<file path="src/rtl/ipsc_pkg.sv">
// Purpose: shared constants and types of the interrupt priority and source block
// Assumes: 8-bit register port, one system clock
// Notes:   offsets are register indices on the plain register port
package ipsc_pkg;

  // ==========================================================================
  // widths
  localparam int unsigned ADDR_W = 4;
  localparam int unsigned DATA_W = 8;
  localparam int unsigned PC_W   = 21;
  localparam int unsigned EXT_N  = 3;
  localparam int unsigned PER_N  = 5;

  // ==========================================================================
  // register offsets
  localparam logic [ADDR_W-1:0] OFS_PRIO2  = 4'h0;
  localparam logic [ADDR_W-1:0] OFS_RESET_CONTROL_STATUS   = 4'h1;
  localparam logic [ADDR_W-1:0] OFS_CTRL1  = 4'h2;
  localparam logic [ADDR_W-1:0] OFS_CTRL2  = 4'h3;
  localparam logic [ADDR_W-1:0] OFS_CTRL3  = 4'h4;
  localparam logic [ADDR_W-1:0] OFS_TCFG   = 4'h5;
  localparam logic [ADDR_W-1:0] OFS_TLOW   = 4'h6;
  localparam logic [ADDR_W-1:0] OFS_THIGH  = 4'h7;
  localparam logic [ADDR_W-1:0] OFS_PFLAG2 = 4'h8;
  localparam logic [ADDR_W-1:0] OFS_PEN2   = 4'h9;

  // ==========================================================================
  // field positions
  localparam int unsigned RC_PRIORITY_LEVELS_ENABLE = 7;
  localparam int unsigned RC_RI   = 4;
  localparam int unsigned RC_TO   = 3;
  localparam int unsigned RC_PD   = 2;
  localparam int unsigned RC_POR  = 1;
  localparam int unsigned RC_BOR  = 0;
  localparam int unsigned C1_GIE  = 7;
  localparam int unsigned C1_PERIPHERAL_IRQ_GATE = 6;
  localparam int unsigned C1_T0E  = 5;
  localparam int unsigned C1_X0E  = 4;
  localparam int unsigned C1_PCE  = 3;
  localparam int unsigned C1_T0F  = 2;
  localparam int unsigned C1_X0F  = 1;
  localparam int unsigned C1_PCF  = 0;
  localparam int unsigned C2_EDG0 = 6;
  localparam int unsigned C2_T0P  = 2;
  localparam int unsigned C2_PCP  = 0;
  localparam int unsigned C3_X2P  = 7;
  localparam int unsigned C3_X1P  = 6;
  localparam int unsigned C3_X2E  = 4;
  localparam int unsigned C3_X1E  = 3;
  localparam int unsigned C3_X2F  = 1;
  localparam int unsigned C3_X1F  = 0;
  localparam int unsigned TC_M16  = 0;
  localparam int unsigned TC_RUN  = 1;

  // ==========================================================================
  // values after reset and the timer count limit
  localparam logic [PER_N-1:0] PRIO2_RST = 5'h1F;
  localparam logic [7:0]       TMAX8     = 8'hFF;

  // ==========================================================================
  // context handed over on interrupt entry
  typedef struct packed {
    logic [PC_W-1:0] pc;
    logic [7:0]      working_accumulator;
    logic [7:0]      status;
    logic [7:0]      bank_select;
  } ipsc_ctx_t;

endpackage : ipsc_pkg

</file>
<file path="src/rtl/ipsc_top.sv">
// Purpose: interrupt priority, external lines, timer-0, port change and context capture
// Assumes: inputs synchronous to I_MCLK, one-cycle event pulses
// Notes:   all state frozen while I_CE is low
`timescale 1ns/1ps
module ipsc_top
  import ipsc_pkg::*;
(
  input  wire logic              I_MCLK,
  input  wire logic              I_RESETN,
  input  wire logic              I_CE,
  input  wire logic [ADDR_W-1:0] I_ADDR,
  input  wire logic [DATA_W-1:0] I_WDATA,
  input  wire logic              I_WR,
  input  wire logic              I_RD,
  input  wire logic [EXT_N-1:0]  I_EXT,
  input  wire logic              I_T0_TICK,
  input  wire logic [3:0]        I_PORTB_HI,
  input  wire logic              I_PORTB_ACCESS,
  input  wire logic [PER_N-1:0]  I_PER_EVT,
  input  wire logic              I_SLEEP,
  input  wire logic              I_RESET_INSTR,
  input  wire logic              I_WDT_EXPIRE,
  input  wire logic              I_WDT_CLEAR,
  input  wire logic              I_IRQ_ACK,
  input  wire ipsc_ctx_t         I_CTX,
  output logic [DATA_W-1:0]      O_RDATA,
  output logic                   O_IRQ_HIGH,
  output logic                   O_IRQ_LOW,
  output logic                   O_WAKE,
  output logic                   O_WAKE_VECTOR,
  output logic                   O_STACK_PUSH,
  output logic [PC_W-1:0]        O_STACK_PC,
  output ipsc_ctx_t              O_SHADOW
);

  // ==========================================================================
  // state
  logic [PER_N-1:0] prio2_q;
  logic             priority_levels_enable_q, ri_q, to_q, pd_q, por_q, bor_q;
  logic             gie_q, peripheral_irq_gate_q, t0en_q, pcen_q, t0f_q, pcf_q;
  logic [EXT_N-1:0] ext_en_q, ext_f_q, ext_prev_q, edge_q, snap_en_q;
  logic [2:1]       ext_prio_q;
  logic             t0prio_q, pcprio_q, m16_q, run_q;
  logic [7:0]       tlow_q, thigh_q;
  logic [PER_N-1:0] pflag_q, pen_q;
  logic [3:0]       pb_latch_q;
  logic             sleep_prev_q, woke_q;
  logic [DATA_W-1:0] rd_d;

  logic wr_p2, wr_rc, wr_c1, wr_c2, wr_c3, wr_tc, wr_tl, wr_th, wr_pf, wr_pe;
  assign wr_p2 = I_CE & I_WR & (I_ADDR == OFS_PRIO2);
  assign wr_rc = I_CE & I_WR & (I_ADDR == OFS_RESET_CONTROL_STATUS);
  assign wr_c1 = I_CE & I_WR & (I_ADDR == OFS_CTRL1);
  assign wr_c2 = I_CE & I_WR & (I_ADDR == OFS_CTRL2);
  assign wr_c3 = I_CE & I_WR & (I_ADDR == OFS_CTRL3);
  assign wr_tc = I_CE & I_WR & (I_ADDR == OFS_TCFG);
  assign wr_tl = I_CE & I_WR & (I_ADDR == OFS_TLOW);
  assign wr_th = I_CE & I_WR & (I_ADDR == OFS_THIGH);
  assign wr_pf = I_CE & I_WR & (I_ADDR == OFS_PFLAG2);
  assign wr_pe = I_CE & I_WR & (I_ADDR == OFS_PEN2);
  // ==========================================================================
  // priority, reset-control and enables
  always_ff @(posedge I_MCLK or negedge I_RESETN) begin
    if (!I_RESETN) begin
      prio2_q <= PRIO2_RST;
      priority_levels_enable_q  <= 1'b0;
    end else if (I_CE) begin
      if (wr_p2) prio2_q <= I_WDATA[PER_N-1:0];
      if (wr_rc) priority_levels_enable_q <= I_WDATA[RC_PRIORITY_LEVELS_ENABLE];
    end
  end

  always_ff @(posedge I_MCLK or negedge I_RESETN) begin
    if (!I_RESETN) begin
      ri_q  <= 1'b1;
      to_q  <= 1'b1;
      pd_q  <= 1'b1;
      por_q <= 1'b0;
      bor_q <= 1'b0;
    end else if (I_CE) begin
      if (I_RESET_INSTR) ri_q <= 1'b0;
      else if (wr_rc) ri_q <= I_WDATA[RC_RI];
      if (I_WDT_EXPIRE) to_q <= 1'b0;
      else if (I_WDT_CLEAR) to_q <= 1'b1;
      if (I_SLEEP & ~sleep_prev_q) pd_q <= 1'b0;
      else if (I_WDT_CLEAR) pd_q <= 1'b1;
      if (wr_rc) begin
        por_q <= I_WDATA[RC_POR];
        bor_q <= I_WDATA[RC_BOR];
      end
    end
  end

  always_ff @(posedge I_MCLK or negedge I_RESETN) begin
    if (!I_RESETN) begin
      gie_q      <= 1'b0;
      peripheral_irq_gate_q     <= 1'b0;
      t0en_q     <= 1'b0;
      pcen_q     <= 1'b0;
      ext_en_q   <= '0;
      edge_q     <= '1;
      ext_prio_q <= 2'h3;
      t0prio_q   <= 1'b1;
      pcprio_q   <= 1'b1;
      m16_q      <= 1'b0;
      run_q      <= 1'b0;
      pen_q      <= '0;
    end else if (I_CE) begin
      if (wr_c1) begin
        gie_q       <= I_WDATA[C1_GIE];
        peripheral_irq_gate_q      <= I_WDATA[C1_PERIPHERAL_IRQ_GATE];
        t0en_q      <= I_WDATA[C1_T0E];
        ext_en_q[0] <= I_WDATA[C1_X0E];
        pcen_q      <= I_WDATA[C1_PCE];
      end
      if (wr_c2) begin
        edge_q   <= I_WDATA[C2_EDG0 -: EXT_N];
        t0prio_q <= I_WDATA[C2_T0P];
        pcprio_q <= I_WDATA[C2_PCP];
      end
      if (wr_c3) begin
        ext_prio_q  <= {I_WDATA[C3_X2P], I_WDATA[C3_X1P]};
        ext_en_q[1] <= I_WDATA[C3_X1E];
        ext_en_q[2] <= I_WDATA[C3_X2E];
      end
      if (wr_tc) begin
        m16_q <= I_WDATA[TC_M16];
        run_q <= I_WDATA[TC_RUN];
      end
      if (wr_pe) pen_q <= I_WDATA[PER_N-1:0];
    end
  end
  // ==========================================================================
  // external lines
  logic [EXT_N-1:0] edge_hit, ext_f_we, ext_f_wv;
  assign ext_f_we = {wr_c3, wr_c3, wr_c1};
  assign ext_f_wv = {I_WDATA[C3_X2F], I_WDATA[C3_X1F], I_WDATA[C1_X0F]};

  for (genvar g = 0; g < EXT_N; g++) begin : g_ext
    assign edge_hit[g] = edge_q[g] ? (I_EXT[g] & ~ext_prev_q[g]) : (~I_EXT[g] & ext_prev_q[g]);
    always_ff @(posedge I_MCLK or negedge I_RESETN) begin
      if (!I_RESETN) begin
        ext_prev_q[g] <= 1'b0;
        ext_f_q[g]    <= 1'b0;
      end else if (I_CE) begin
        ext_prev_q[g] <= I_EXT[g];
        if (ext_f_we[g]) ext_f_q[g] <= ext_f_wv[g] | edge_hit[g];
        else ext_f_q[g] <= ext_f_q[g] | edge_hit[g];
      end
    end
  end
  // ==========================================================================
  // timer zero
  logic t0_inc, t0_roll;
  assign t0_inc  = run_q & I_T0_TICK;
  assign t0_roll = t0_inc & (tlow_q == TMAX8) & (~m16_q | (thigh_q == TMAX8));

  always_ff @(posedge I_MCLK or negedge I_RESETN) begin
    if (!I_RESETN) begin
      tlow_q  <= 8'h00;
      thigh_q <= 8'h00;
      t0f_q   <= 1'b0;
    end else if (I_CE) begin
      if (wr_tl) tlow_q <= I_WDATA;
      else if (t0_inc) tlow_q <= tlow_q + 8'h01;
      if (wr_th) thigh_q <= I_WDATA;
      else if (t0_inc & m16_q & (tlow_q == TMAX8)) thigh_q <= thigh_q + 8'h01;
      if (wr_c1) t0f_q <= I_WDATA[C1_T0F] | t0_roll;
      else t0f_q <= t0f_q | t0_roll;
    end
  end
  // ==========================================================================
  // port change and peripheral flags
  logic pb_mismatch;
  assign pb_mismatch = |(I_PORTB_HI ^ pb_latch_q);

  always_ff @(posedge I_MCLK or negedge I_RESETN) begin
    if (!I_RESETN) begin
      pb_latch_q <= 4'h0;
      pcf_q      <= 1'b0;
      pflag_q    <= '0;
    end else if (I_CE) begin
      if (I_PORTB_ACCESS) pb_latch_q <= I_PORTB_HI;
      if (wr_c1) pcf_q <= I_WDATA[C1_PCF] | pb_mismatch;
      else pcf_q <= pcf_q | pb_mismatch;
      if (wr_pf) pflag_q <= I_WDATA[PER_N-1:0] | I_PER_EVT;
      else pflag_q <= pflag_q | I_PER_EVT;
    end
  end
  // ==========================================================================
  // request generation
  logic [4:0] core_pend, core_prio;
  logic [PER_N-1:0] per_pend;
  logic hi_d, lo_d;
  assign core_pend = {pcf_q & pcen_q, t0f_q & t0en_q, ext_f_q & ext_en_q};
  assign core_prio = {pcprio_q, t0prio_q, ext_prio_q, 1'b1};
  assign per_pend  = pflag_q & pen_q;

  always_comb begin
    if (priority_levels_enable_q) begin
      hi_d = gie_q & (|(core_pend & core_prio) | |(per_pend & prio2_q));
      lo_d = gie_q & peripheral_irq_gate_q & (|(core_pend & ~core_prio) | |(per_pend & ~prio2_q));
    end else begin
      hi_d = gie_q & (|core_pend | (peripheral_irq_gate_q & |per_pend));
      lo_d = 1'b0;
    end
  end

  always_ff @(posedge I_MCLK or negedge I_RESETN) begin
    if (!I_RESETN) begin
      O_IRQ_HIGH <= 1'b0;
      O_IRQ_LOW  <= 1'b0;
    end else if (I_CE) begin
      O_IRQ_HIGH <= hi_d;
      O_IRQ_LOW  <= lo_d;
    end
  end
  // ==========================================================================
  // sleep wake-up
  logic wake_hit;
  assign wake_hit = I_SLEEP & sleep_prev_q & ~woke_q & |(ext_f_q & snap_en_q);

  always_ff @(posedge I_MCLK or negedge I_RESETN) begin
    if (!I_RESETN) begin
      sleep_prev_q  <= 1'b0;
      snap_en_q     <= '0;
      woke_q        <= 1'b0;
      O_WAKE        <= 1'b0;
      O_WAKE_VECTOR <= 1'b0;
    end else if (I_CE) begin
      sleep_prev_q <= I_SLEEP;
      if (I_SLEEP & ~sleep_prev_q) begin
        snap_en_q <= ext_en_q;
        woke_q    <= 1'b0;
      end else if (wake_hit) begin
        woke_q <= 1'b1;
      end
      O_WAKE <= wake_hit;
      if (wake_hit) O_WAKE_VECTOR <= gie_q;
    end
  end
  // ==========================================================================
  // context capture
  always_ff @(posedge I_MCLK or negedge I_RESETN) begin
    if (!I_RESETN) begin
      O_STACK_PUSH <= 1'b0;
      O_STACK_PC   <= '0;
      O_SHADOW     <= '0;
    end else if (I_CE) begin
      O_STACK_PUSH <= I_IRQ_ACK;
      if (I_IRQ_ACK) begin
        O_STACK_PC <= I_CTX.pc;
        O_SHADOW   <= I_CTX;
      end
    end
  end
  // ==========================================================================
  // register read
  always_comb begin
    rd_d = 8'h00;
    unique case (I_ADDR)
      OFS_PRIO2:  rd_d = {3'h0, prio2_q};
      OFS_RESET_CONTROL_STATUS:   rd_d = {priority_levels_enable_q, 2'h0, ri_q, to_q, pd_q, por_q, bor_q};
      OFS_CTRL1:  rd_d = {gie_q, peripheral_irq_gate_q, t0en_q, ext_en_q[0], pcen_q, t0f_q, ext_f_q[0], pcf_q};
      OFS_CTRL2:  rd_d = {1'b0, edge_q, 1'b0, t0prio_q, 1'b0, pcprio_q};
      OFS_CTRL3:  rd_d = {ext_prio_q[2], ext_prio_q[1], 1'b0, ext_en_q[2], ext_en_q[1], 1'b0, ext_f_q[2], ext_f_q[1]};
      OFS_TCFG:   rd_d = {6'h00, run_q, m16_q};
      OFS_TLOW:   rd_d = tlow_q;
      OFS_THIGH:  rd_d = thigh_q;
      OFS_PFLAG2: rd_d = {3'h0, pflag_q};
      OFS_PEN2:   rd_d = {3'h0, pen_q};
      default:    rd_d = 8'h00;
    endcase
  end

  always_ff @(posedge I_MCLK or negedge I_RESETN) begin
    if (!I_RESETN) O_RDATA <= 8'h00;
    else if (I_CE) O_RDATA <= I_RD ? rd_d : 8'h00;
  end
endmodule : ipsc_top

</file>
<file path="config.mk">
export PLATFORM = sky130hd
export DESIGN_NAME = ipsc_top
export DESIGN_NICKNAME = d
export VERILOG_FILES = /design/src/rtl/ipsc_pkg.sv /design/src/rtl/ipsc_top.sv
export SDC_FILE = /design/constraint.sdc
export NUM_CORES = 1
export LEC_CHECK = 0
export BUFFER_PORTS_ARGS = -buffer_cell sky130_fd_sc_hd__buf_2
export CAP_MARGIN = 25
export CELL_PAD_IN_SITES_DETAIL_PLACEMENT = 1
export CELL_PAD_IN_SITES_GLOBAL_PLACEMENT = 1
export CORE_MARGIN = 5
export CORE_UTILIZATION = 43
export CTS_BUF_LIST = sky130_fd_sc_hd__clkbuf_2 sky130_fd_sc_hd__clkbuf_4 sky130_fd_sc_hd__clkbuf_8
export CTS_CLUSTER_SIZE = 14
export DETAILED_ROUTE_END_ITERATION = 8
export GPL_ROUTABILITY_DRIVEN = 0
export GPL_TIMING_DRIVEN = 0
export MAX_ROUTING_LAYER = met4
export PLACE_DENSITY = 0.89
export REMOVE_ABC_BUFFERS = 1
export SLEW_MARGIN = 0
export SYNTH_ARGS = -nofsm -noshare
export SYNTH_HDL_FRONTEND = slang
export SYNTH_SLANG_ARGS = --single-unit
</file>
<file path="constraint.sdc">
create_clock -name I_MCLK -period 1.8 [get_ports I_MCLK]
set_input_delay 0.18 -clock I_MCLK [delete_from_list [all_inputs] [get_ports I_MCLK]]
set_output_delay 0.18 -clock I_MCLK [all_outputs]
set_load 0.02 [all_outputs]
</file>
==> out/summary.txt <==
overall power -> 8.79 mW
period utilization -> 93.0%
hold path start -> I_PER_EVT[0]
row count -> 44
Reg power frac -> 45.2%
largest net degree at the start of global routing -> 82
Fin. Hold Viols -> 0
clock power share -> 31.2%
Core Box Area -> 0.0144 sq mm
DRT Pass-1 Iters -> 5
non-filler cells, final -> 946
yosys synthesis warning count -> 0
outcome -> complete, no violations
Avg Cell Area, Syn -> 11.2 sq um
gr usage total -> 27.6%
initial antenna violation count -> 1
Max transition margin -> 49.7%
GRT overflow -> 0
Worst Setup SP -> tlow_q[1]$_DFFE_PN0P_
Bufs on Longest Clock Path -> 2
main flop type after synthesis -> dfrtp_1
Die H -> 130 um
final setup fails -> 0
power per cell area -> 1090 mW/mm^2
Post-synth EDFFs -> 0
Yosys cell types -> 54
CTS sink count -> 128
CTS HTree Levels -> 4
clock transition at the registers of the reported paths -> 0.08 ns
crit path kind -> flip-flop to flip-flop
Layout Nets -> 831
vias -> 5402
share of layout cells above drive strength 1 -> 40.5%
Root Driver -> clkbuf_8
Max Slew Vio Count -> 0
RSZ-0062 raised after global routing -> false
WP data arrival -> 2.05 ns
WHS -> 0.0180 ns
Required @ worst endpoint -> 2.18 ns
Final Skew -> 0.0118 ns
critical-path cell with the highest stage delay -> dfrtp_2
Pint -> 5.87 mW
Port Buffers -> 159
Max-Cap Viols -> 0
Antenna Violating Nets Remaining -> 0
maximum vdd ir drop -> 670 uV
Post-Synthesis Cells -> 555
cells along the critical path -> ha_2 > and3_1 > and4_4 > nand4_1 > xor2_1 > a21oi_1
Boundary Pins -> 160
sequential area share after synthesis -> 51.8%
# DRC -> 0
vias in the first global route -> 5967
post-synthesis register bit count -> 128
chip width -> 130 um
worst setup path endpoint -> thigh_q[7]$_DFFE_PN0P_
CP max stage delay -> 0.42 ns
CP Capture Type -> flip-flop
Synth async-reset ratio -> 100%
vias per cell -> 5.71
Sw Ratio -> 33.2%
Detail Placement HPWL -> 14.6 mm
cts bufs inserted -> 17
FF-to-FF path depth -> 6
initial core utilization -> 43.3%
Die Footprint -> 0.0170 sq mm
WL/cell -> 23.4 um
RR Startpoint -> tlow_q[1]$_DFFE_PN0P_
CTS tree -> yes
first-pass GRT wire length -> 34.1 mm
Hold Path Cell Cnt -> 3
Tightest Hold Check Type -> input port to flip-flop
Comb pwr share -> 23.6%
Worst-Skew Late Latency -> 0.46 ns
synth-to-layout area growth -> 30.1%
synthesized area -> 0.00622 sq mm
worst r2r dst -> thigh_q[7]$_DFFE_PN0P_
crit path max fanout -> 6
worst slew pin tran -> 0.748 ns
Max Fclk -> 597 MHz
Worst R2R Setup Slack -> 0.13 ns
LEAKAGE -> 3.67 nW
switching power -> 2.92 mW
drt total wl -> 22.1 mm
Worst setup SP type -> flip-flop
initial drt markers -> 370
Post-Place Cells -> 850
min Tclk post-route -> 1.67 ns
-- worst min path at each step --
stage / endpoint / slack [ns]
2_1_floorplan: O_IRQ_HIGH$_DFFE_PN0P_ / -0.12
3_3_place_gp: to_q$_DFFE_PN1P_ / 0.32
3_5_place_dp: O_SHADOW[3]$_DFFE_PN0P_ / 0.15
4_1_cts: pflag_q[0]$_DFFE_PN0P_ / 0.002
5_1_grt: tlow_q[5]$_DFFE_PN0P_ / 0.03
6_report: pflag_q[0]$_DFFE_PN0P_ / 0.02
-- cells by family (layout without fill, tap and decap cells) --
| kind of cell | after synthesis | in the layout | synth area share (%) |
|---|---|---|---|
| AND/OR/NAND/NOR | 153 | 153 | 12.2 |
| flip-flops | 128 | 128 | 51.8 |
| multiplexers | 98 | 98 | 17.8 |
| AO/OA/AOI/OAI | 97 | 97 | 9.96 |
| buffers and inverters | 59 | 265 | 5.33 |
| XOR/XNOR | 18 | 18 | 2.54 |
| adder cells (fa/ha/maj) | 2 | 2 | 0.402 |
| other | 0 | 1 | 0 |
-- through the flow --
stage / setup TNS, ns / util, % / setup slack, ns / instance area, sq um
after global placement: -169.44 / 48.3 / -1.00 / 6950
after CTS: 0 / 56.1 / 0.0151 / 8060
after global routing: 0 / 56.3 / 0.0121 / 8090
after floorplan: 0 / - / 0.113 / 5920
final: 0 / 56.3 / 0.126 / 8090
after detailed placement: -20.35 / 48.7 / -0.564 / 7000
-- registers in the layout (all words and copies together) (netlist names), 4 cells and up --
signal      count
prio2_q         5
tlow_q          8
thigh_q         8
O_RDATA         8
pb_latch_q      4
pflag_q         5
O_SHADOW       45
pen_q           5
-- synth_stat cells, types with 3 or more instances --
cell	n	area (sq um)
mux2_2	85	957
o21ai_0	26	130
nand2_1	54	203
mux2i_1	11	110
buf_2	13	65.1
nand4_1	11	68.8
clkbuf_1	12	45.0
xor2_1	12	105
inv_1	9	33.8
and4_1	3	26.3
a221oi_1	3	26.3
a22oi_1	4	30.0
nand3_1	21	105
nor3_1	6	30.0
nor2_1	24	90.1
and3_1	5	31.3
xnor2_1	6	52.6
dfstp_2	15	394
nand2b_1	8	50.1
o22ai_1	6	37.5
o221ai_1	6	52.6
nand3b_1	4	30.0
a31oi_1	3	18.8
nor2b_1	4	25.0
a22o_1	7	61.3
buf_4	23	173
a21oi_1	27	135
dfrtp_1	113	2830
-- power groups by stage --
stage,clock (mW),sequential [mW],combinational (mW)
after floorplan,0,4.11,0.818
after global placement,0,3.93,1.76
after detailed placement,0,3.98,1.88
after CTS,2.78,3.94,2.00
after global routing,2.90,4.03,2.23
final,2.74,3.98,2.07
-- cell usage in the layout, fill, tap and decap left out, types with 4 or more instances in the layout --
master / n
buf_2: 157
dfrtp_1: 111
o22ai_1: 6
mux2i_1: 11
nand2b_1: 8
dlygate4sd3_1: 61
o221ai_1: 6
nor3_1: 5
nor2_1: 24
nand3b_1: 4
inv_1: 9
a22oi_1: 4
nand4_1: 11
nand2_1: 53
xnor2_1: 6
mux2_2: 85
o21ai_0: 26
nor2b_1: 4
a22o_1: 7
xor2_1: 12
and3_1: 4
clkbuf_8: 21
dfstp_2: 15
nand3_1: 21
a21oi_1: 27
-- routing by layer --
layer | wire [um] | GRT usage [%] | vias up
met5 | 0 | - | -
met4 | 783 | 11.9 | 0
met3 | 1870 | 7.61 | 70
met2 | 10900 | 45.1 | 296
met1 | 8500 | 31.9 | 2680
li1 | - | - | 2356
-- worst max-delay path, delay by kind of cell, from the launching register on --
family	cells	cell delay, ns
AOI/OAI and AO/OA	1	0.15
xor gates and xnor gates	1	0.17
adders and majority gates	1	0.23
DFF	1	0.42
and+or+nand+nor	3	0.61
-- final cells by class --
cell class,count,area [sq um]
fill,1544,6280
sequential,128,3220
multi-input combinational,368,2680
timing repair buffer,224,1480
clock buffer,21,289
tap,184,230
clock inverter,11,153
inverter,9,33.8
antenna,1,2.50
-- repair_timing --
action,4_1_cts,5_1_grt
setup buffers,0,2
setup endpoints to repair,7,4
endpoints found under the hold margin,106,0
hold buffers,61,0
gates resized for setup,4,4
Note: power is estimated with default switching activity, not from simulation.
